[src/serdes_lane_pkg.sv]
// constants, register map and carrier types for the serial lane control block
package serdes_lane_pkg;

    // ------------------------------------------------------------------
    // geometry and timing
    // ------------------------------------------------------------------
    localparam int          LANES          = 8;
    localparam int          GROUP_LANES    = 4;
    localparam int          CRC_BITS       = 12;
    localparam int          CLK_PERIOD_PS  = 8000;
    localparam int          LINK_INIT_NS   = 1000;
    localparam int          FLUSH_NS       = 2000;
    localparam int          LINK_INIT_CYC  = (LINK_INIT_NS * 1000 + CLK_PERIOD_PS - 1) / CLK_PERIOD_PS;
    localparam int          FLUSH_CYC      = (FLUSH_NS * 1000 + CLK_PERIOD_PS - 1) / CLK_PERIOD_PS;

    // ------------------------------------------------------------------
    // register map (byte addresses) and field positions
    // ------------------------------------------------------------------
    localparam logic [7:0]  ADDR_LINK_CTRL = 8'h00;
    localparam logic [7:0]  ADDR_MODE_CTRL = 8'h04;
    localparam logic [7:0]  ADDR_CHAN_CTRL = 8'h08;
    localparam logic [7:0]  ADDR_STATUS    = 8'h0C;
    localparam int          LC_ENABLE      = 0;
    localparam int          LC_FEC         = 1;
    localparam int          LC_ALT         = 2;
    localparam int          MC_MODE_LSB    = 0;
    localparam int          MC_PD          = 4;
    localparam int          ST_STATE_LSB   = 0;
    localparam int          ST_PD          = 2;
    localparam int          ST_REFUSED     = 3;
    localparam int          ST_VALID       = 4;
    localparam int          ST_DRV_LSB     = 5;
    localparam logic [3:0]  MODE_RESET     = 4'h0;
    localparam logic [1:0]  CHAN_RESET     = 2'h3;

    // lanes each serializer lane mode needs; values are a plain default table
    localparam logic [3:0]  LANES_OF_MODE [0:15] = '{
        4'h8, 4'h4, 4'h2, 4'h4, 4'h8, 4'h4, 4'h2, 4'h1,
        4'h8, 4'h4, 4'h2, 4'h1, 4'h8, 4'h4, 4'h2, 4'h1};

    // ------------------------------------------------------------------
    // types
    // ------------------------------------------------------------------
    typedef enum logic [1:0] {
        LINK_IDLE = 2'b00,
        LINK_INIT = 2'b01,
        LINK_RUN  = 2'b11
    } link_state_type;

    typedef struct packed {
        logic       link_enable;
        logic       fec_select;
        logic       alternate_lane_select;
    } link_cfg_type;

    typedef struct packed {
        logic [7:0] addr;
        logic [31:0] wdata;
        logic       wr;
        logic       rd;
    } reg_req_type;

    function automatic logic [3:0] lanes_needed(input logic [3:0] mode);
        return LANES_OF_MODE[mode];
    endfunction : lanes_needed

endpackage : serdes_lane_pkg

[src/serdes_lane_select_power_down.sv]
// sync header mode, redundant lane group selection and power-down control for the serial output link
`timescale 1ns/1ps
`default_nettype none

// Function
// RULE_01: sync header offers CRC or FEC
// RULE_02: CRC mode is 12-bit only, no 3-bit
// RULE_03: FEC mode lets receiver detect and correct
// RULE_04: redundancy only for modes needing at most four lanes
// RULE_05: lanes 0-3 default, 4-7 alternate group
// RULE_06: alternate select 0 default, 1 alternate
// RULE_07: only one group carries traffic; modes needing eight lanes drive both groups
// RULE_08: pin or mode field powers whole device down
// RULE_09: power-down pin disables all lane drivers
// RULE_10: link restarts from scratch after power-down
// RULE_11: receiver discards samples until pipelines flush
// RULE_12: configuration survives power-down
// RULE_13: controller recalibrates after large temperature change; this block has no temperature input and never recalibrates
// RULE_14: channel pairs power down individually
// RULE_15: software never disables all pairs this way
// RULE_16: change lane group and mode only while idle
module serdes_lane_select_power_down
    import serdes_lane_pkg::*;
#(
    parameter int LANE_W       = 32,
    parameter int FLUSH_CYCLES = serdes_lane_pkg::FLUSH_CYC,
    parameter int INIT_CYCLES  = serdes_lane_pkg::LINK_INIT_CYC
) (
    input  wire logic                                 clk_sys,
    input  wire logic                                 sys_rst,
    input  wire serdes_lane_pkg::reg_req_type         reg_req,
    output logic [31:0]                               reg_rdata,
    input  wire logic                                 power_down_input,
    input  wire logic [serdes_lane_pkg::LANES*LANE_W-1:0] lane_data_in,
    output logic [serdes_lane_pkg::LANES*LANE_W-1:0]  lane_data_out,
    output logic [serdes_lane_pkg::LANES-1:0]         lane_drv_en,
    output logic [3:0]                                channel_power_en,
    output logic                                      crc12_en,
    output logic                                      fec_en,
    output logic                                      link_running,
    output logic                                      samples_valid
);
    import serdes_lane_pkg::*;

    // counters are 16 bits wide, so longer flush or init times cannot be served
    if (LANE_W < 1 || FLUSH_CYCLES < 1 || INIT_CYCLES < 1 || FLUSH_CYCLES > 65535 || INIT_CYCLES > 65535) begin : g_param_check
        $error("serdes_lane_select_power_down: unsupported parameter value");
    end

    // ------------------------------------------------------------------
    // configuration registers
    // ------------------------------------------------------------------
    link_cfg_type   cfg_q;
    logic [3:0]     mode_q;
    logic           mode_pd_q;
    logic [1:0]     chan_pair_q;
    logic           wr_link;
    logic           wr_mode;
    logic           wr_chan;

    assign wr_link = reg_req.wr && (reg_req.addr == ADDR_LINK_CTRL);
    assign wr_mode = reg_req.wr && (reg_req.addr == ADDR_MODE_CTRL);
    assign wr_chan = reg_req.wr && (reg_req.addr == ADDR_CHAN_CTRL);

    // only sys_rst clears these; power-down leaves them untouched
    always_ff @(posedge clk_sys or posedge sys_rst) begin                           // RULE_12
        if (sys_rst) begin
            cfg_q       <= '0;
            mode_q      <= MODE_RESET;
            mode_pd_q   <= 1'b0;
            chan_pair_q <= CHAN_RESET;
        end else begin
            if (wr_link) begin
                cfg_q.link_enable           <= reg_req.wdata[LC_ENABLE];
                cfg_q.fec_select            <= reg_req.wdata[LC_FEC];
                cfg_q.alternate_lane_select <= reg_req.wdata[LC_ALT];
            end
            if (wr_mode) begin
                mode_q    <= reg_req.wdata[MC_MODE_LSB +: 4];
                mode_pd_q <= reg_req.wdata[MC_PD];
            end
            if (wr_chan) begin
                chan_pair_q <= reg_req.wdata[1:0];    // RULE_14
            end
        end
    end

    // ------------------------------------------------------------------
    // power-down and link sequencing
    // ------------------------------------------------------------------
    logic           pd_active;
    logic           pd_q;
    link_state_type state_q;
    link_state_type state_d;
    logic [15:0]    init_cnt_q;
    logic [15:0]    flush_cnt_q;
    logic           alt_eff_q;
    logic           fec_eff_q;
    logic           refused_q;
    logic           alt_allowed;

    assign pd_active   = power_down_input || mode_pd_q;                              // RULE_08
    assign alt_allowed = lanes_needed(mode_q) <= 4'(GROUP_LANES);                    // RULE_04

    always_ff @(posedge clk_sys or posedge sys_rst) begin
        if (sys_rst) begin
            pd_q <= 1'b0;
        end else begin
            pd_q <= pd_active;
        end
    end

    always_comb begin
        state_d = state_q;
        case (state_q)
            LINK_IDLE: begin
                if (cfg_q.link_enable && !pd_active) begin
                    state_d = LINK_INIT;
                end
            end
            LINK_INIT: begin
                if (pd_active || !cfg_q.link_enable) begin
                    state_d = LINK_IDLE;
                end else if (init_cnt_q == 16'(INIT_CYCLES - 1)) begin
                    state_d = LINK_RUN;
                end
            end
            LINK_RUN: begin
                if (pd_active || !cfg_q.link_enable) begin
                    state_d = LINK_IDLE;                                             // RULE_10
                end
            end
            default: begin
                state_d = LINK_IDLE;
            end
        endcase
    end

    always_ff @(posedge clk_sys or posedge sys_rst) begin
        if (sys_rst) begin
            state_q    <= LINK_IDLE;
            init_cnt_q <= '0;
        end else begin
            state_q    <= state_d;
            init_cnt_q <= (state_q == LINK_INIT && state_d == LINK_INIT) ? init_cnt_q + 16'h0001 : 16'h0000;
        end
    end

    // lane group and header mode are sampled only while idle, so a change mid-run waits for a restart
    always_ff @(posedge clk_sys or posedge sys_rst) begin
        if (sys_rst) begin
            alt_eff_q <= 1'b0;
            fec_eff_q <= 1'b0;
            refused_q <= 1'b0;
        end else if (state_q == LINK_IDLE) begin                                     // RULE_16
            alt_eff_q <= cfg_q.alternate_lane_select && alt_allowed;                 // RULE_04
            fec_eff_q <= cfg_q.fec_select;                                           // RULE_01
            refused_q <= cfg_q.alternate_lane_select && !alt_allowed;
        end
    end

    // pipelines hold stale samples after power-down; valid only once flushed
    always_ff @(posedge clk_sys or posedge sys_rst) begin
        if (sys_rst) begin
            flush_cnt_q   <= '0;
            samples_valid <= 1'b0;
        end else if (pd_active) begin
            flush_cnt_q   <= '0;
            samples_valid <= 1'b0;
        end else if (flush_cnt_q != 16'(FLUSH_CYCLES)) begin
            flush_cnt_q   <= flush_cnt_q + 16'h0001;
            samples_valid <= 1'b0;
        end else begin
            samples_valid <= 1'b1;
        end
    end

    // ------------------------------------------------------------------
    // lane routing and drivers
    // ------------------------------------------------------------------
    logic [LANES-1:0]        act_mask;
    logic [LANES-1:0]        drv_d;
    logic [LANES*LANE_W-1:0] data_d;

    always_comb begin
        act_mask = '0;
        for (int i = 0; i < LANES; i++) begin
            act_mask[i] = 4'(i) < lanes_needed(mode_q);
        end
    end

    generate
        for (genvar g = 0; g < LANES; g++) begin : g_lane
            logic sel;
            if (g < GROUP_LANES) begin : g_low
                // RULE_05 default group feeds from logical lane g
                assign sel = act_mask[g] && !alt_eff_q;                              // RULE_06
                assign data_d[g*LANE_W +: LANE_W] = lane_data_in[g*LANE_W +: LANE_W];
            end else begin : g_high
                // alternate group repeats the low logical lanes; wide modes use it directly
                assign sel = alt_eff_q ? act_mask[g-GROUP_LANES] : act_mask[g];      // RULE_06
                assign data_d[g*LANE_W +: LANE_W] = alt_eff_q ? lane_data_in[(g-GROUP_LANES)*LANE_W +: LANE_W]
                                                              : lane_data_in[g*LANE_W +: LANE_W];
            end
            assign drv_d[g] = sel && !pd_active && (state_q != LINK_IDLE);           // RULE_07 RULE_09
        end
    endgenerate

    always_ff @(posedge clk_sys or posedge sys_rst) begin
        if (sys_rst) begin
            lane_drv_en   <= '0;
            lane_data_out <= '0;
        end else begin
            lane_drv_en <= drv_d;                                                    // RULE_09
            for (int i = 0; i < LANES; i++) begin
                lane_data_out[i*LANE_W +: LANE_W] <= drv_d[i] ? data_d[i*LANE_W +: LANE_W] : '0; // RULE_07
            end
        end
    end

    always_ff @(posedge clk_sys or posedge sys_rst) begin
        if (sys_rst) begin
            channel_power_en <= '0;
            crc12_en         <= 1'b0;
            fec_en           <= 1'b0;
            link_running     <= 1'b0;
        end else begin
            channel_power_en <= pd_active ? 4'h0 : {{2{chan_pair_q[1]}}, {2{chan_pair_q[0]}}}; // RULE_08 RULE_14
            crc12_en         <= (state_q != LINK_IDLE) && !fec_eff_q;                // RULE_02
            fec_en           <= (state_q != LINK_IDLE) && fec_eff_q;                 // RULE_03
            link_running     <= state_q == LINK_RUN;
        end
    end

    // ------------------------------------------------------------------
    // register read port
    // ------------------------------------------------------------------
    always_ff @(posedge clk_sys or posedge sys_rst) begin
        if (sys_rst) begin
            reg_rdata <= '0;
        end else if (reg_req.rd) begin
            case (reg_req.addr)
                ADDR_LINK_CTRL: reg_rdata <= {29'h0, cfg_q.alternate_lane_select, cfg_q.fec_select, cfg_q.link_enable};
                ADDR_MODE_CTRL: reg_rdata <= {27'h0, mode_pd_q, mode_q};
                ADDR_CHAN_CTRL: reg_rdata <= {30'h0, chan_pair_q};
                ADDR_STATUS:    reg_rdata <= {19'h0, lane_drv_en, samples_valid, refused_q, pd_q, state_q};
                default:        reg_rdata <= '0;
            endcase
        end else begin
            reg_rdata <= '0;
        end
    end
endmodule : serdes_lane_select_power_down

`default_nettype wire

[config.mk]
export PLATFORM = sky130hd
export DESIGN_NAME = serdes_lane_select_power_down
export DESIGN_NICKNAME = d
export VERILOG_FILES = /design/src/serdes_lane_pkg.sv /design/src/serdes_lane_select_power_down.sv
export SDC_FILE = /design/constraint.sdc
export NUM_CORES = 1
export LEC_CHECK = 0
export ABC_AREA = 1
export BUFFER_PORTS_ARGS = -buffer_cell sky130_fd_sc_hd__buf_2
export CAP_MARGIN = 5
export CORE_AREA = 5 5 230 232
export DETAILED_ROUTE_END_ITERATION = 16
export DIE_AREA = 0 0 235 237
export HOLD_SLACK_MARGIN = 0.03
export PLACE_DENSITY = 0.46
export SYNTH_ARGS = -nofsm -noshare
export SYNTH_HDL_FRONTEND = slang
export SYNTH_SLANG_ARGS = --single-unit
[constraint.sdc]
create_clock -name clk_sys -period 26 [get_ports clk_sys]
set_input_delay 3.9 -clock clk_sys [delete_from_list [all_inputs] [get_ports clk_sys]]
set_output_delay 3.9 -clock clk_sys [all_outputs]
set_load 0.1 [all_outputs]
* Yosys cells after proc, flatten, opt, wreduce, memory -nomap -nowiden
Memory sizes are Yosys's and may differ from the RTL's. Cells that the tools add are included.
Operators by class: equality and inequality tests 8, bitwise operators 1, reductions and logical operators 40, $add $sub $neg 2, order comparisons 10, multiplexer cells 31
Operator list (number):
- 32-bit two-way mux | 13
- 13-bit case mux with 4 select lines | 1
- 16-bit two-way mux | 3
- 16-bit by 1-bit adder with 16-bit output, second input constant | 2
- 1-bit logical AND | 29
- 16-bit by 7-bit == test with 1-bit output, second input constant | 1
- 8-bit by 4-bit == test with 1-bit output, second input constant | 2
- 3-bit by 4-bit < comparator with 1-bit output, first input constant | 4
- 16-bit by 8-bit inequality test with 1-bit output, second input constant | 1
- 4-bit two-way mux | 3
- 8-bit by 3-bit == test with 1-bit output, second input constant | 1
- 8-bit zero test | 1
- 1-bit by 4-bit < comparator with 1-bit output, first input constant | 2
- 2-bit by 4-bit < comparator with 1-bit output, first input constant | 2
- 2-bit two-way mux | 4
- 1-bit two-way mux | 6
- 2-bit case mux with 3 select lines | 1
- 5-bit >= comparator, second input constant | 1
- 1-bit zero test | 5
- 4-bit inverter with 5-bit output | 1
- 2-bit by 1-bit == test with 1-bit output, second input constant | 2
- 4-bit by 3-bit <= comparator with 1-bit output, second input constant | 1
- 2-bit nonzero test | 2
- 2-bit == test, second input constant | 1
- other kinds (2) | 3
Word-level totals: ROM bits 64, flip-flop bits (word level) 352, output and inout bits 304, input bits 301, logic and storage cells 114, memories 1
Memory list:
- (no name shown) | depth 16, bits a word 4, rd ports 1, clocked after memory_dff 0, wr ports 0, line serdes_lane_pkg.sv:64 | return LANES_OF_MODE[mode];

* Logic depth before layout (Yosys ltp)
depth in word-level cells 9, gate-level depth with buffers 8, gate-level depth less buffers 8

* Worst setup path before layout
No wires, ideal clock.
path type flip-flop to output port, from register channel_power_en[1], to output channel_power_en[1], data required time 22.100 ns, setup slack 20.776 ns, path buffers 1, arrival time 1.324 ns, stages on the path, launching flop included 2, cells stage by stage dfrtp_1 -> buf_4
RTL lines:
- from (decl) | line serdes_lane_select_power_down.sv:37 | output logic [3:0] channel_power_en,
- from (signal assigned) | line serdes_lane_select_power_down.sv:228 | channel_power_en <= pd_active ? 4'h0 : {{2{chan_pair_q[1]}}, {2{chan_pair_q[0]}}};
No word-level cell between the ends.

* Worst setup path in the final report
from input power_down_input, to register lane_data_out[200] in the netlist's numbering
Between the ends: longest elaborated chain between the ends 5
RTL lines:
- from (decl) | line serdes_lane_select_power_down.sv:33 | input wire logic power_down_input,
- 1-bit logical OR | line serdes_lane_select_power_down.sv:102 | assign pd_active = power_down_input || mode_pd_q;
- 1-bit zero test | line serdes_lane_select_power_down.sv:205 | assign drv_d[g] = sel && !pd_active && (state_q != LINK_IDLE);
- 1-bit logical AND (2 in a row) | line serdes_lane_select_power_down.sv:205
- 32-bit two-way mux | line serdes_lane_select_power_down.sv:216 | lane_data_out[i*LANE_W +: LANE_W] <= drv_d[i] ? data_d[i*LANE_W +: LANE_W] : '0;
- to (signal, indexed assignment) | line serdes_lane_select_power_down.sv:216
- to (decl) | line serdes_lane_select_power_down.sv:35 | output logic [serdes_lane_pkg::LANES*LANE_W-1:0] lane_data_out,
No other way between the ends. A chain may end at the register's enable or synchronous reset.

==> impl_results.md <==
* Outcome: complete, no violations
* Type of element capturing the critical path: register
* Netlist area before placement at 0.0130 sq mm
* Worst slew slack as a fraction of its limit at 17.3%
* Input/output buffers at 558
* Number of enable flip-flop cells after synthesis at 0
* Most area-consuming cells after synthesis: dfrtp_1 63%, nand2_1 10%, nor2_1 6.4%
* Clock insertion delay at the later pin of the skew report at 0.55 ns
* Cell depth of the worst min-delay path at 1
* Vias/cell at 4.16
* Worst clock skew at 0.0226 ns
* Area of the placeable core at 0.0508 sq mm
* Worst reg2reg startpoint: alt_eff_q
* Worst-case hold path end point: crc12_en
* Synthesis-to-layout area growth at 36.7%
* FF-to-FF path depth at 6
* Number of optimization iterations in the first detailed-route pass at 5
* Cells resized by post-CTS repair at 0
* Average instance area after synthesis at 9.26 sq um
* Count of antenna-violating nets left after detailed routing at 0
* Synth Flop Type: dfrtp_1
* Post-CTS Repair Setup Buffers at 0
* Type of the tightest min-delay check: register to register
* WS Path Type: input port to register
* Transition time at the pin with the least slew margin at 1.24 ns
* Data arrival at the endpoint of the critical path at 6.00 ns
* Post-synth cell types at 34
* Core Util, Final at 35.0%
* Max Transition Viols Final at 0
* Worst reg2reg endpoint: lane_data_out[200]
* Asr flop ratio synth at 100%
* Max VDD drop at 0.0410 mV
* CTS clock-pin slew for the worst setup and hold paths at 0.06 ns
* Critical path's largest stage delay at 0.46 ns
* Final critical delay including setup and external delays at 5.56 ns
* Maximum clock path buffer count at 3
* Startpoint type of the worst setup path: input port
* RSZ-0062 raised after global routing: false
* Antenna violations before repair at 8
* Total clock buffers created by CTS at 40
* Layout Nets at 2260
* Tot GR Track Use at 16.3%
* Number of DRC violations after detailed-routing iteration 0 at 469
* Number of setup violations in the final report at 0
* Critical hold path startpoint: fec_eff_q
* Slowest CP cell: buf_4
* Cell area power density at 67.2 mW/mm^2
* Vias in the first global route at 11400
* Sum Neg Setup Slack at 0 ns
* Total non-filler cell area in the finished layout at 0.0178 sq mm
* CTS tree: done
* Horizontal die dimension at 235 um
* Maximum fanout along the worst path at 59
* Max Clock Freq at 180 MHz
* Synth area leader: dfrtp_1
* Site Rows at 83
* Number of buffers added to fix hold violations after cts at 0
* Routed wire per std cell at 17.7 um
* Number of synthesis warnings at 0
* H-tree level count at 2
* FF+latch count, synth at 331
* Die Area at 0.0557 sq mm
* Die Y-Extent at 237 um
* Cell area after placement at 0.0164 sq mm
* Number of cells produced by synthesis at 1404
* Count of vias placed by the detailed router at 11100
* Final period utilization at 21.4%
* Routed wire length at 47200 um
* Clock tree root buffer cell: clkbuf_16
* Grt ovf at 0
* Io pins at 605
* Critical path cell sequence: buf_2, nor2_4, inv_2, nor3_4, nand2_4, buf_4, a21oi_1
* Initial cell density of the core at 25.6%
* # DRC at 0
* Fraction of synthesized cell area taken by the top area cell type at 63.3%
* Wire length of the first global-routing pass at 70800 um
* Reg2reg setup slack at 22.85 ns
* Clk sink count at 331
* Static leakage power at 10.4 nW
* Largest net degree at the start of global routing at 80
* Required time at the worst-slack endpoint at 26.44 ns
* Final count of hold timing violations at 0
* Sequential-to-total area share from yosys stat at 63.7%
* Fraction of final layout cells with drive strength greater than 1 at 34.4%
* Final RePlAce weighted congestion at 0.876
* Count of maximum capacitance violations at 0
* Half-perimeter wire length of the detailed placement result at 34200 um
==> cells by family after synthesis <==
logic type	Yosys count	share of synthesized area, %
adder cells (fa/ha/maj)	4	0.385
AO/OA/AOI/OAI	150	6.98
XOR/XNOR	15	1.01
AND/OR/NAND/NOR	639	19.4
other	1	0.0288
buffers and inverters	264	8.53
flip-flops	331	63.7
==> sequential cells by signal, indices dropped and copies added (netlist names), 2 cells and up <==
| signal | count |
|---|---|
| chan_pair_q | 2 |
| reg_rdata | 13 |
| flush_cnt_q | 16 |
| channel_power_en | 2 |
| lane_drv_en | 8 |
| state_q | 2 |
| mode_q | 4 |
| lane_data_out | 256 |
| init_cnt_q | 16 |
| cfg_q | 3 |
==> stage by stage <==
stage               instances  setup slack, ns  total power (W)  hold WS [ns]
finish                   2667            20.44          0.00120         0.444
global route             2665            20.00          0.00125         0.469
CTS                      2662            20.31          0.00122         0.450
detailed placement       2593            19.70         0.000631         0.442
global placement         2593            19.72         0.000631         0.435
floorplan                1422            12.94         0.000595         0.415
==> report_power, final <==
group	total, W	switching (W)	leakage, nW	internal (W)
sequential	0.000523	0.00000256	4.60	0.000520
clock	0.000575	0.000223	0.658	0.000352
combinational	0.0000981	0.0000741	5.15	0.0000240
==> worst max-delay path: cells and delay by family <==
family	cells	cell delay, ns
AO/OA/AOI/OAI	1	0.36
buffers and inverters	3	0.80
AND/OR/NAND/NOR	3	0.84
==> placed cells by master, fill, tap and decap left out, types with 4 or more instances in the layout <==
cell       instances
bufinv_16          4
xor2_1            11
clkbuf_16         42
nand3_1           34
buf_4             11
nor3_1             4
nand4_1            8
clkinv_2           4
a21oi_1           98
inv_1            183
conb_1            19
dfrtp_1          328
a21oi_2           38
clkbuf_8           6
nand2_1          360
nor2_1           222
diode_2            5
o21ai_0            8
buf_2            558
ha_1               4
xnor2_1            4
clkbuf_1           8
==> synthesized netlist by cell type, types with 2 or more instances <==
library cell and n:
nand2_1 362, dfrtp_1 329, nor2_1 222, inv_1 185, a21oi_1 98, clkbuf_1 45, a21oi_2 38, nand3_1 34
buf_4 21, xor2_1 11, nand4_1 8, o21ai_0 8, buf_2 7, buf_6 4, ha_1 4, nor3_1 4
xnor2_1 4, dfstp_2 2, nor3_4 2, o21bai_1 2
==> worst max-delay path by stage <==
stage / end / cells past startpoint / start
after floorplan: alt_eff_q / 1 / sys_rst
after global placement: lane_data_out[69] / 4 / sys_rst
after detailed placement: lane_data_out[211] / 4 / sys_rst
after CTS: lane_data_out[86] / 4 / sys_rst
after global routing: lane_data_out[207] / 4 / sys_rst
final: lane_data_out[200] / 7 / power_down_input
==> final cells by class <==
cell class                      count  area (sq um)
Timing Repair Buffer              569          2880
Sequential cell                   331          8290
Fill cell                        5369         33000
Antenna cell                        5          12.5
Clock inverter                     13           189
Inverter                          186           708
Tap cell                          680           851
Clock buffer                       56          1160
Multi-Input combinational cell    827          3690
==> layer usage <==
| layer | wire length [um] | vias to the layer above | global-route usage, % |
|---|---|---|---|
| li1 | - | 5312 | - |
| met1 | 19100 | 5258 | 20.0 |
| met2 | 23200 | 443 | 27.6 |
| met3 | 3580 | 74 | 4.90 |
| met4 | 1280 | 6 | 5.57 |
| met5 | 44 | - | 0 |
(Power assumes the default switching activity.)
